`config.mk`:
```
export PLATFORM = sky130hd
export DESIGN_NAME = bypass_ldo_fault_control
export DESIGN_NICKNAME = d
export VERILOG_FILES = /design/src/include/bypass_ldo_pkg.sv /design/src/rtl/bypass_ldo_fault_control.sv
export SDC_FILE = /design/constraint.sdc
export NUM_CORES = 1
export LEC_CHECK = 0
export BUFFER_PORTS_ARGS = -buffer_cell sky130_fd_sc_hd__buf_2
export CAP_MARGIN = 25
export CORE_ASPECT_RATIO = 0.5
export CORE_MARGIN = 2
export CORE_UTILIZATION = 62
export CTS_CLUSTER_DIAMETER = 40
export DETAILED_ROUTE_END_ITERATION = 16
export PLACE_DENSITY = 0.79
export SLEW_MARGIN = 0
export SYNTH_ARGS = -nofsm -noshare
export SYNTH_HDL_FRONTEND = slang
export SYNTH_SLANG_ARGS = --single-unit
```
`constraint.sdc`:
```
create_clock -name core_clk -period 17.8 [get_ports core_clk]
set_clock_uncertainty 0.2 [all_clocks]
set_input_delay 0.89 -clock core_clk [delete_from_list [all_inputs] [get_ports core_clk]]
set_output_delay 0.89 -clock core_clk [all_outputs]
set_load 0.03 [all_outputs]
```
`src/include/bypass_ldo_pkg.sv`:
```
package bypass_ldo_pkg;

  // Clock and timing
  localparam int unsigned CLK_PERIOD_NS      = 100;
  localparam int unsigned RESTART_DELAY_MS   = 100;
  localparam int unsigned RESTART_CYCLES     = (RESTART_DELAY_MS * 1000000) / CLK_PERIOD_NS;
  localparam int unsigned LDO_SOFTSTART_US   = 275;
  localparam int unsigned LDO_SS_CYCLES      =
    (LDO_SOFTSTART_US * 1000 + CLK_PERIOD_NS - 1) / CLK_PERIOD_NS;

  // Register byte addresses (byte address = 4 * index)
  localparam logic [7:0] REG_CTRL     = 8'h00;
  localparam logic [7:0] REG_STATUS   = 8'h04;
  localparam logic [7:0] REG_MASK     = 8'h08;
  localparam logic [7:0] REG_LDO1_SET = 8'h0C;
  localparam logic [7:0] REG_LDO2_SET = 8'h10;
  localparam logic [7:0] REG_SEQ      = 8'h14;
  localparam logic [7:0] REG_VTARGET1 = 8'h18;
  localparam logic [7:0] REG_VTARGET2 = 8'h1C;

  // CTRL fields
  localparam int unsigned CTRL_BYPASS   = 0;
  localparam int unsigned CTRL_SWITCH   = 1;
  localparam int unsigned CTRL_LDO1_ON  = 2;
  localparam int unsigned CTRL_LDO2_ON  = 3;
  localparam int unsigned CTRL_RANGE    = 4;

  // STATUS fields
  localparam int unsigned ST_CURRENT_LIMIT_FLAG       = 0;
  localparam int unsigned ST_UV         = 1;
  localparam int unsigned ST_UV_LATCH   = 2;
  localparam int unsigned ST_OV         = 3;
  localparam int unsigned ST_POK1       = 4;
  localparam int unsigned ST_POK2       = 5;
  localparam int unsigned ST_FAULT      = 6;

  // MASK fields
  localparam int unsigned MSK_CURRENT_LIMIT_FLAG      = 0;
  localparam int unsigned MSK_UV        = 1;
  localparam int unsigned MSK_IRQ_EN1   = 2;
  localparam int unsigned MSK_IRQ_EN2   = 3;

  // Voltage arithmetic: references in microvolts, steps in nanovolts
  localparam logic [31:0] VREF0_UV      = 32'h000C_3500;
  localparam logic [31:0] VREF1_UV      = 32'h0009_27C0;
  localparam logic [31:0] STEP0_NV      = 32'h00BE_BC20;
  localparam logic [31:0] STEP1_NV      = 32'h008F_0D18;
  localparam logic [31:0] NV_PER_UV     = 32'h0000_03E8;

  // Reset values
  localparam logic [7:0]  CTRL_RESET    = 8'h00;
  localparam logic [7:0]  MASK_RESET    = 8'h03;
  localparam logic [7:0]  SEQ_RESET     = 8'h10;

  typedef enum logic [1:0] {
    ST_OFF   = 2'b00,
    ST_DELAY = 2'b01,
    ST_RAMP  = 2'b10,
    ST_ON    = 2'b11
  } bypass_state_t;

endpackage : bypass_ldo_pkg

```
`src/rtl/bypass_ldo_fault_control.sv`:
```
`timescale 1ns/100ps
`default_nettype none

// Overview of operation
// - Bypass mode: high-side switch is plain on/off, low-side stays off.
// - Bypass rail turns on after sequencing delay, then ramps for soft-start.
// - Bypass current-limit flag follows overcurrent detector and drives interrupt.
// - Current-limit flag stays set until host reads status.
// - Current fault mask keeps current-limit events off the interrupt.
// - Unmasked current shutdown enters fault state and turns every regulator off.
// - Fault state waits 100 ms then restarts through programmed sequence.
// - Undervoltage mask suppresses shutdown fault and latched bit; only live flag shows it.
// - Overvoltage flag never asserts for the bypass output.
// - Linear regulators ramp 275 us on every enable and restart.
// - Each linear regulator has one voltage code register only.
// - Target is 0.8V+code*12.5mV, or 0.6V+code*9.375mV with range set.
// - Range select comes from factory image; host writes cannot change it.
// - Host write to a linear regulator's on bit enables or disables it.
// - Disabled linear regulator connects its discharge path.
// - Power-OK bit reads zero while output is under threshold.
// - Enabled regulator fault interrupt drives interrupt low on power-OK loss.
// - Interrupt stays low until off or regulated, and power-OK read.
module bypass_ldo_fault_control
  import bypass_ldo_pkg::*;
#(
  parameter int unsigned RESTART_COUNT = RESTART_CYCLES,
  parameter int unsigned SS_COUNT      = LDO_SS_CYCLES,
  parameter logic [7:0]  LDO1_DEFAULT  = 8'h40,
  parameter logic [7:0]  LDO2_DEFAULT  = 8'h50
) (
  // Clock and reset
  input  wire logic       core_clk,
  input  wire logic       rst,
  // Factory image
  input  wire logic       factory_config_image,
  // Register port
  input  wire logic [7:0] reg_addr,
  input  wire logic [7:0] reg_wdata,
  input  wire logic       reg_wr,
  input  wire logic       reg_rd,
  output logic      [7:0] reg_rdata,
  // Analog detectors
  input  wire logic       bypass_overcurrent,
  input  wire logic       bypass_current_shutdown,
  input  wire logic       ldo1_below_pok,
  input  wire logic       ldo2_below_pok,
  // Power controls
  output logic            high_side_on,
  output logic            low_side_on,
  output logic            bypass_ramping,
  output logic            ldo1_enable,
  output logic            ldo2_enable,
  output logic            ldo1_ramping,
  output logic            ldo2_ramping,
  output logic            ldo1_discharge,
  output logic            ldo2_discharge,
  output logic            fault_interrupt_n
);

  localparam int unsigned RW = $clog2(RESTART_COUNT + 1);
  localparam int unsigned SW = $clog2(SS_COUNT + 1) + 8;

  initial begin
    if (RESTART_COUNT < 1 || SS_COUNT < 1) begin
      $error("Counts must be at least one");
    end
  end

  // Input synchronisers
  logic [1:0] oc_s;
  logic [1:0] sd_s;
  logic [1:0] b1_s;
  logic [1:0] b2_s;
  always_ff @(posedge core_clk) begin
    if (rst) begin
      oc_s <= 2'b00;
      sd_s <= 2'b00;
      b1_s <= 2'b00;
      b2_s <= 2'b00;
    end else begin
      oc_s <= {oc_s[0], bypass_overcurrent};
      sd_s <= {sd_s[0], bypass_current_shutdown};
      b1_s <= {b1_s[0], ldo1_below_pok};
      b2_s <= {b2_s[0], ldo2_below_pok};
    end
  end
  logic oc;
  logic sd;
  logic low1;
  logic low2;
  assign oc   = oc_s[1];
  assign sd   = sd_s[1];
  assign low1 = b1_s[1];
  assign low2 = b2_s[1];

  // Registers
  logic       bypass_mode;
  logic       switch_on;
  logic       ldo1_on;
  logic       ldo2_on;
  logic       range_sel;
  logic       cfg_taken;
  logic       current_fault_mask;
  logic       undervoltage_fault_mask;
  logic [1:0] fault_irq_enable;
  logic [7:0] linreg1_voltage_code, linreg2_voltage_code;
  logic [7:0] seq_delay;
  logic       wr_ctrl;
  logic       wr_mask;
  logic       rd_status;
  assign wr_ctrl   = reg_wr && reg_addr == REG_CTRL;
  assign wr_mask   = reg_wr && reg_addr == REG_MASK;
  assign rd_status = reg_rd && reg_addr == REG_STATUS;

  always_ff @(posedge core_clk) begin
    if (rst) begin
      bypass_mode <= CTRL_RESET[CTRL_BYPASS];
      switch_on   <= CTRL_RESET[CTRL_SWITCH];
      ldo1_on     <= CTRL_RESET[CTRL_LDO1_ON];
      ldo2_on     <= CTRL_RESET[CTRL_LDO2_ON];
    end else if (wr_ctrl) begin
      bypass_mode <= reg_wdata[CTRL_BYPASS];
      switch_on   <= reg_wdata[CTRL_SWITCH];
      ldo1_on     <= reg_wdata[CTRL_LDO1_ON];
      ldo2_on     <= reg_wdata[CTRL_LDO2_ON];
    end
  end

  // Range captured from factory image after reset release
  always_ff @(posedge core_clk) begin
    if (rst) begin
      range_sel <= 1'b0;
      cfg_taken <= 1'b0;
    end else if (!cfg_taken) begin
      range_sel <= factory_config_image;
      cfg_taken <= 1'b1;
    end
  end

  always_ff @(posedge core_clk) begin
    if (rst) begin
      current_fault_mask      <= MASK_RESET[MSK_CURRENT_LIMIT_FLAG];
      undervoltage_fault_mask <= MASK_RESET[MSK_UV];
      fault_irq_enable        <= MASK_RESET[MSK_IRQ_EN2:MSK_IRQ_EN1];
    end else if (wr_mask) begin
      current_fault_mask      <= reg_wdata[MSK_CURRENT_LIMIT_FLAG];
      undervoltage_fault_mask <= reg_wdata[MSK_UV];
      fault_irq_enable        <= reg_wdata[MSK_IRQ_EN2:MSK_IRQ_EN1];
    end
  end

  always_ff @(posedge core_clk) begin
    if (rst) begin
      linreg1_voltage_code <= LDO1_DEFAULT;
      linreg2_voltage_code <= LDO2_DEFAULT;
      seq_delay            <= SEQ_RESET;
    end else if (reg_wr) begin
      if (reg_addr == REG_LDO1_SET) linreg1_voltage_code <= reg_wdata;
      if (reg_addr == REG_LDO2_SET) linreg2_voltage_code <= reg_wdata;
      if (reg_addr == REG_SEQ)      seq_delay <= reg_wdata;
    end
  end

  // Fault flags
  logic current_limit_flag;
  logic undervoltage_latched;
  logic voltage_fault_state;
  logic undervoltage_flag;
  logic overvoltage_flag;
  assign undervoltage_flag = bypass_mode && sd;
  assign overvoltage_flag  = 1'b0;

  always_ff @(posedge core_clk) begin
    if (rst) begin
      current_limit_flag <= 1'b0;
    end else if (bypass_mode && oc) begin
      current_limit_flag <= 1'b1;
    end else if (rd_status) begin
      current_limit_flag <= 1'b0;
    end
  end

  always_ff @(posedge core_clk) begin
    if (rst) begin
      undervoltage_latched <= 1'b0;
    end else if (undervoltage_flag && !undervoltage_fault_mask) begin
      undervoltage_latched <= 1'b1;
    end else if (rd_status && !undervoltage_flag) begin
      undervoltage_latched <= 1'b0;
    end
  end

  // Fault state and restart timer
  logic [RW-1:0] restart_cnt;
  logic          restart_pulse;
  always_ff @(posedge core_clk) begin
    if (rst) begin
      voltage_fault_state <= 1'b0;
      restart_cnt         <= '0;
      restart_pulse       <= 1'b0;
    end else begin
      restart_pulse <= 1'b0;
      if (undervoltage_flag && !undervoltage_fault_mask) begin
        voltage_fault_state <= 1'b1;
        restart_cnt         <= '0;
      end else if (voltage_fault_state) begin
        if (restart_cnt == RW'(RESTART_COUNT - 1)) begin
          voltage_fault_state <= 1'b0;
          restart_pulse       <= 1'b1;
        end else begin
          restart_cnt <= restart_cnt + 1'b1;
        end
      end
    end
  end

  // Bypass switch sequencing
  bypass_state_t state;
  logic [SW-1:0] bcnt;
  always_ff @(posedge core_clk) begin
    if (rst) begin
      state <= ST_OFF;
      bcnt  <= '0;
    end else if (voltage_fault_state || !bypass_mode || !switch_on) begin
      state <= ST_OFF;
      bcnt  <= '0;
    end else begin
      unique case (state)
        ST_OFF: begin
          state <= ST_DELAY;
          bcnt  <= '0;
        end
        ST_DELAY: begin
          if (bcnt >= SW'(seq_delay) * SW'(SS_COUNT)) begin
            state <= ST_RAMP;
            bcnt  <= '0;
          end else begin
            bcnt <= bcnt + 1'b1;
          end
        end
        ST_RAMP: begin
          if (bcnt == SW'(SS_COUNT - 1)) begin
            state <= ST_ON;
          end else begin
            bcnt <= bcnt + 1'b1;
          end
        end
        ST_ON: state <= ST_ON;
      endcase
    end
  end

  always_ff @(posedge core_clk) begin
    if (rst) begin
      high_side_on   <= 1'b0;
      low_side_on    <= 1'b0;
      bypass_ramping <= 1'b0;
    end else begin
      high_side_on   <= state == ST_RAMP || state == ST_ON;
      low_side_on    <= 1'b0;
      bypass_ramping <= state == ST_RAMP;
    end
  end

  // Linear regulator enables, soft-start and discharge
  logic [1:0] lon;
  logic [1:0] lon_d;
  logic [SW-1:0] scnt [2];
  assign lon[0] = ldo1_on && !voltage_fault_state;
  assign lon[1] = ldo2_on && !voltage_fault_state;

  always_ff @(posedge core_clk) begin
    if (rst) begin
      lon_d   <= 2'b00;
      scnt[0] <= '0;
      scnt[1] <= '0;
    end else begin
      lon_d <= lon;
      for (int i = 0; i < 2; i++) begin
        if (lon[i] && !lon_d[i]) begin
          scnt[i] <= SW'(SS_COUNT);
        end else if (!lon[i]) begin
          scnt[i] <= '0;
        end else if (scnt[i] != '0) begin
          scnt[i] <= scnt[i] - 1'b1;
        end
      end
    end
  end

  always_ff @(posedge core_clk) begin
    if (rst) begin
      ldo1_enable    <= 1'b0;
      ldo2_enable    <= 1'b0;
      ldo1_ramping   <= 1'b0;
      ldo2_ramping   <= 1'b0;
      ldo1_discharge <= 1'b1;
      ldo2_discharge <= 1'b1;
    end else begin
      ldo1_enable    <= lon[0];
      ldo2_enable    <= lon[1];
      ldo1_ramping   <= lon[0] && (scnt[0] != '0 || !lon_d[0]);
      ldo2_ramping   <= lon[1] && (scnt[1] != '0 || !lon_d[1]);
      ldo1_discharge <= !lon[0];
      ldo2_discharge <= !lon[1];
    end
  end

  // Power-OK and interrupt hold
  logic [1:0] power_ok_flag;
  logic [1:0] pok_pend;
  assign power_ok_flag[0] = lon[0] && !low1;
  assign power_ok_flag[1] = lon[1] && !low2;

  always_ff @(posedge core_clk) begin
    if (rst) begin
      pok_pend <= 2'b00;
    end else begin
      for (int i = 0; i < 2; i++) begin
        if (fault_irq_enable[i] && lon[i] && !power_ok_flag[i]) begin
          pok_pend[i] <= 1'b1;
        end else if (rd_status) begin
          pok_pend[i] <= 1'b0;
        end
      end
    end
  end

  always_ff @(posedge core_clk) begin
    if (rst) begin
      fault_interrupt_n <= 1'b1;
    end else begin
      fault_interrupt_n <= !((current_limit_flag && !current_fault_mask)
                             || undervoltage_latched || (|pok_pend));
    end
  end

  // Target voltage in microvolts
  function automatic logic [31:0] vtarget(input logic [7:0] code, input logic rng);
    logic [31:0] step;
    step = rng ? STEP1_NV : STEP0_NV;
    return (rng ? VREF1_UV : VREF0_UV) + (32'(code) * step) / NV_PER_UV;
  endfunction
  logic [31:0] vt1;
  logic [31:0] vt2;
  assign vt1 = vtarget(linreg1_voltage_code, range_sel);
  assign vt2 = vtarget(linreg2_voltage_code, range_sel);

  // Read data
  always_ff @(posedge core_clk) begin
    if (rst) begin
      reg_rdata <= 8'h00;
    end else if (reg_rd) begin
      unique case (reg_addr)
        REG_CTRL:     reg_rdata <= {3'b000, range_sel, ldo2_on, ldo1_on, switch_on, bypass_mode};
        REG_STATUS:   reg_rdata <= {1'b0, voltage_fault_state, power_ok_flag, overvoltage_flag,
                                    undervoltage_latched, undervoltage_flag, current_limit_flag};
        REG_MASK:     reg_rdata <= {4'h0, fault_irq_enable, undervoltage_fault_mask,
                                    current_fault_mask};
        REG_LDO1_SET: reg_rdata <= linreg1_voltage_code;
        REG_LDO2_SET: reg_rdata <= linreg2_voltage_code;
        REG_SEQ:      reg_rdata <= seq_delay;
        REG_VTARGET1: reg_rdata <= vt1[19:12];
        REG_VTARGET2: reg_rdata <= vt2[19:12];
        default:      reg_rdata <= 8'h00;
      endcase
    end else begin
      reg_rdata <= 8'h00;
    end
  end

endmodule : bypass_ldo_fault_control

`default_nettype wire

```
; ---- Word level (Yosys, flattened, before mapping)
; Memory sizes are Yosys's and may differ from the RTL's.
; Cells that the tools add are included.
[classes]
reduce_logical = 61
eq_ne = 15
mux = 51
multipliers = 3
div_mod_pow = 2
n_bitwise = 8
order_cmp = 1
add_sub_neg = 6
[ops]
columns = op, count
row1 = $mux 20, 8
row2 = $div 32x10->32 const B, 2
row3 = $pmux 8 s8, 1
row4 = $pmux 20 s3, 1
row5 = $add 20x1->20 const B, 2
row6 = $add 20x20->20, 2
row7 = $reduce_bool 20->1, 2
row8 = $sub 20x1->20 const B, 2
row9 = $mux 1, 36
row10 = $eq 8x5->1 const B, 4
row11 = $mul 8x24->32, 1
row12 = $mul 8x32->32, 1
row13 = $mux 22, 1
row14 = $eq 20x12->1 const B, 1
row15 = $eq 20x20->1 const B, 1
row16 = $ge 20x20->1, 1
row17 = $logic_and 1x1->1, 20
row18 = $mul 8x11->19 const B, 1
row19 = $mux 19, 1
row20 = $eq 8x4->1 const B, 2
row21 = $logic_not 1->1, 15
row22 = $reduce_and 2->1, 6
row23 = $eq 8x3->1 const B, 1
row24 = $logic_not 8->1, 1
row25 = 12 further kinds, 34
[totals]
mem_bits_rw = 40
mem_count = 1
register_bits = 108
[mem_list]
columns = memory, words, width, read_ports, rd_ports_with_merged_regs, write_ports, line_no
row1 = scnt, 2, 20, 2, 0, 2, bypass_ldo_fault_control.sv:268  ; logic [SW-1:0] scnt [2];

; ---- Logic depth before layout (Yosys ltp)
[depth]
depth_word = 9
ltp_mapped = 74
depth_no_buf = 63

; ---- Worst setup path after synthesis
; OpenSTA, ideal clock, no wires.
[synth_timing]
kind = reg2reg
from = register range_sel
to = register reg_rdata[7]
arrival_ps = 16126
n_path_buf = 6
stages_incl_launch_ff = 67
setup_slack_ps = 1355
t_required_ps = 17480
path_cell_list = dfxtp_1 -> clkbuf_1 -> clkinv_1 -> buf_1 -> nor2_1 -> ha_1 -> inv_1 -> fa_1 -> inv_1 -> fa_1 -> inv_1 -> fa_1 -> inv_1 -> ha_1 -> a21o_1 -> a221o_1 -> and4b_4 -> o21ba_1 -> (+31 left out) -> and3_1 -> buf_2 -> o211a_1 -> o31ai_2 -> a2111oi_0 -> o21a_1 -> or2_1 -> nand3_1 -> nand2_1 -> ha_1 -> nand4_1 -> o2111a_1 -> o221ai_1 -> a31oi_1 -> a21oi_2 -> o31ai_2 -> nor4_1 -> a211o_1
[synth_between]
elab_chain_cells = 5
[synth_lines]
columns = element, line_no
row1 = from (decl), bypass_ldo_fault_control.sv:101  ; logic range_sel;
row2 = from (signal assigned), bypass_ldo_fault_control.sv:135  ; range_sel <= factory_config_image;
row3 = $mux 22, bypass_ldo_fault_control.sv:341  ; step = rng ? STEP1_NV : STEP0_NV;
row4 = $mul 8x32->32 / $mul 8x24->32 (equally long branches), bypass_ldo_fault_control.sv:342  ; return (rng ? VREF1_UV : VREF0_UV) + (32'(code) * step) / NV_PER_UV;
row5 = $div 32x10->32, bypass_ldo_fault_control.sv:342
row6 = $add 20x20->20, bypass_ldo_fault_control.sv:342
row7 = $pmux 8 s8 *, bypass_ldo_fault_control.sv:354  ; unique case (reg_addr)
row8 = to (signal assigned), bypass_ldo_fault_control.sv:355  ; REG_CTRL: reg_rdata <= {3'b000, range_sel, ldo2_on, ldo1_on, switch_on, bypass_mode};
row9 = to (signal assigned), bypass_ldo_fault_control.sv:356  ; REG_STATUS: reg_rdata <= {1'b0, voltage_fault_state, power_ok_flag, overvoltage_flag,
row10 = to (signal assigned), bypass_ldo_fault_control.sv:358  ; REG_MASK: reg_rdata <= {4'h0, fault_irq_enable, undervoltage_fault_mask,
row11 = to (decl), bypass_ldo_fault_control.sv:41  ; output logic [7:0] reg_rdata,
; Every way passes the cells marked *; elsewhere a longest branch is shown, timed or not.
; A chain may end at the register's enable or synchronous reset.

; ---- Final worst setup path
[layout_timing]
from = register linreg1_voltage_code[7]
to = register reg_rdata[6]
[layout_between]
elab_chain_cells = 4
[layout_lines]
columns = element, line_no
row1 = from (decl), bypass_ldo_fault_control.sv:106  ; logic [7:0] linreg1_voltage_code, linreg2_voltage_code;
row2 = from (signal assigned), bypass_ldo_fault_control.sv:158  ; if (reg_addr == REG_LDO1_SET) linreg1_voltage_code <= reg_wdata;
row3 = $mul 8x32->32, bypass_ldo_fault_control.sv:342
row4 = $div 32x10->32, bypass_ldo_fault_control.sv:342
row5 = $add 20x20->20, bypass_ldo_fault_control.sv:342
row6 = $pmux 8 s8, bypass_ldo_fault_control.sv:354
; Every way passes these cells.

==> results.cfg <==
[run_status]
status = finished, final reports clean

[layout]
final-instance-count-excl-fill = 3246
nets = 3166
nFillCells = 2760
syn_to_final_growth_pct = 10.8
drive_gt1_frac = 0.130
design_area_um2 = 24500

[routing]
finalWirelength_mm = 63.9
dr.pass1.iters = 7
routed_via_density = 6.37
drc = 0
drt_iter0_drc = 2168
dr_total_vias = 20700
detail_route.wl_per_cell_um = 19.7
ant_nets = 0

[clock_tree]
clock_sinks = 146
root_buffer = clkbuf_16
cts_buffers = 17
cts.clk_slew.worst_paths_ns = 0.07
clock_latency_ns = 0.45
cts_hold_buf = 0
cts_max_level = 4
cts.path.max_buffers = 2
cts_tree = built

[worst_hold_path]
holdPathEnd = sd_s[1]$_SDFF_PP0_
min_delay_path_depth = 1
hp-start = sd_s[0]$_SDFF_PP0_
hold_path.class = reg -> reg

[synthesis]
netlist_top_cells_area = fa_1, ha_1, dfxtp_1
syn_area_um2 = 22100
ys_warn_count = 0
synthDominantCellAreaShare = 0.146
synth.avg_cell_area_um2 = 8.17
async_flop_share = 0
synthMostInstantiatedCell = inv_1
synthDistinctLibCells = 127
synth_common_cells = inv_1, nor2_1, ha_1, nand2_1, a21oi_1
yosys.area.top_type = fa_1
synth_edf_count = 40
ys_seq_area_frac = 0.150
synthCells = 2703
synth.ff_latch_count = 146
ys.flop_type = dfxtp_1

[global_route]
grt_pass1_vias = 19300
grt_use_total = 0.342
antenna_found_initial = 4
gr-total-overflow = 0
grt_max_degree = 46
grt_pass1_wl_mm = 102

[place]
gp_congestion = 1.02
hpwlAfterDp_mm = 50.2
port_buffers = 41
dp.cells = 3194
dpl_cell_area_um2 = 23000

[worst_setup_path]
critPathMaxStageDelay_ns = 0.62
critical_path_class = reg -> reg
r2r_start = linreg1_voltage_code[7]$_SDFFE_PP0P_
rr_endpoint = reg_rdata[6]$_SDFF_PP0_
path_max_fanout = 10
crit_path_end_kind = flop
worst_path_max_delay_cell = a221oi_1
rr_worst_depth = 63
cp_data_arrival_time_ns = 17.34
rrSetupSlack_ns = 0.58
start_kind = flop
critPathRequiredTime_ns = 17.92

[timing]
slew_viol_final = 0
relSlewSlack = 0.324
worst_pin_slew_ns = 1.01
max_freq_ghz = 0.0581
finalSetupViolCount = 0
finalHoldViolations = 0
finalWorstPathRequiredPeriod_ns = 17.22
fin_crit_sh = 0.968

[floorplanning]
coreArea_um2 = 34800
initial_utilization = 0.635
io_pins = 43
die_h_um = 137
fp.dieW_um = 271
rows = 48
dieArea_um2 = 37200

[job]
max-cap-violations = 0
==> cell type report <==
class	instances	area, µm²	share of cell area
repair buffers	118	817	0.0334
clock buffers	18	429	0.0175
diodes	3	7.51	0.000307
clock inverters	14	146	0.00598
inverters	309	1160	0.0476
flip-flops and latches	146	3340	0.136
multi-input cells	2163	18000	0.734
well taps	475	594	0.0243
==> worst max-delay path: cells and delay by family, from the launching register on <==
family / cells / cell delay [ns]
AOI/OAI and AO/OA: 28 / 7.31
xor gates and xnor gates: 3 / 0.62
adders and majority gates: 6 / 2.43
buffers and inverters: 5 / 0.39
DFF: 1 / 0.53
muxes: 3 / 1.03
and+or+nand+nor: 18 / 4.54
==> metrics by stage <==
step	setup TNS (ns)	utilization	setup slack, ns	hold WS, ns
after floorplan	0	-	1.35	0.214
after global placement	0	0.661	0.0854	0.229
after detailed placement	-0.302	0.661	-0.109	0.228
after CTS	0	0.678	0.0187	0.242
after global routing	-0.985	0.703	-0.182	0.244
final	0	0.703	0.575	0.241
==> logic make-up after synthesis <==
kind of cell,after synthesis,share of synthesized area
and+or+nand+nor,883,0.201
buffers and inverters,402,0.0703
adders and majority gates,386,0.273
xor gates and xnor gates,141,0.0573
AOI/OAI and AO/OA,696,0.223
DFF,146,0.150
muxes,47,0.0237
other,2,0.000340
==> placed cells by master, fill, tap and decap left out, types with 32 or more instances in the layout <==
cell type	instances
o21ai_0	108
mux2i_1	32
ha_1	220
fa_1	161
a21oi_1	171
nand3_1	96
xor2_1	42
buf_4	74
inv_1	308
nand2_1	216
nor2_1	216
edfxtp_1	40
dfxtp_1	100
xnor2_1	84
and3_1	41
nor3_1	46
buf_2	41
==> sequential cells by signal (all words and copies together) (netlist names), 8 cells and up <==
register              cells
restart_cnt              20
scnt                     40
linreg2_voltage_code      8
linreg1_voltage_code      8
reg_rdata                 8
bcnt                     20
seq_delay                 8
==> worst max-delay path by stage <==
stage | startpoint | end | slack, ns
floorplan | range_sel$_SDFFE_PP0N_ | reg_rdata[7]$_SDFF_PP0_ | 1.35
global placement | range_sel$_SDFFE_PP0N_ | reg_rdata[7]$_SDFF_PP0_ | 0.09
detailed placement | range_sel$_SDFFE_PP0N_ | reg_rdata[6]$_SDFF_PP0_ | -0.11
CTS | linreg2_voltage_code[7]$_SDFFE_PP0P_ | reg_rdata[6]$_SDFF_PP0_ | 0.02
global route | range_sel$_SDFFE_PP0N_ | reg_rdata[4]$_SDFF_PP0_ | -0.18
finish | linreg1_voltage_code[7]$_SDFFE_PP0P_ | reg_rdata[6]$_SDFF_PP0_ | 0.58
==> metal layers <==
metal	share of wire	track usage	vias to the layer above
li1	-	-	9764
met1	0.45	0.487	9867
met2	0.42	0.520	940
met3	0.11	0.0950	117
met4	0.020	0.0700	2
met5	0.00020	0	-
==> repair_timing <==
action                     CTS  global route
setup endpoints to repair    7             8
cloned                       0             2
gates resized for setup      4           148
pin swaps                    0            22
setup buffers                0            15
Power is left out: the tool's default activity adds up to more than one toggle a clock period on the data nets, which glitch-free logic cannot reach.
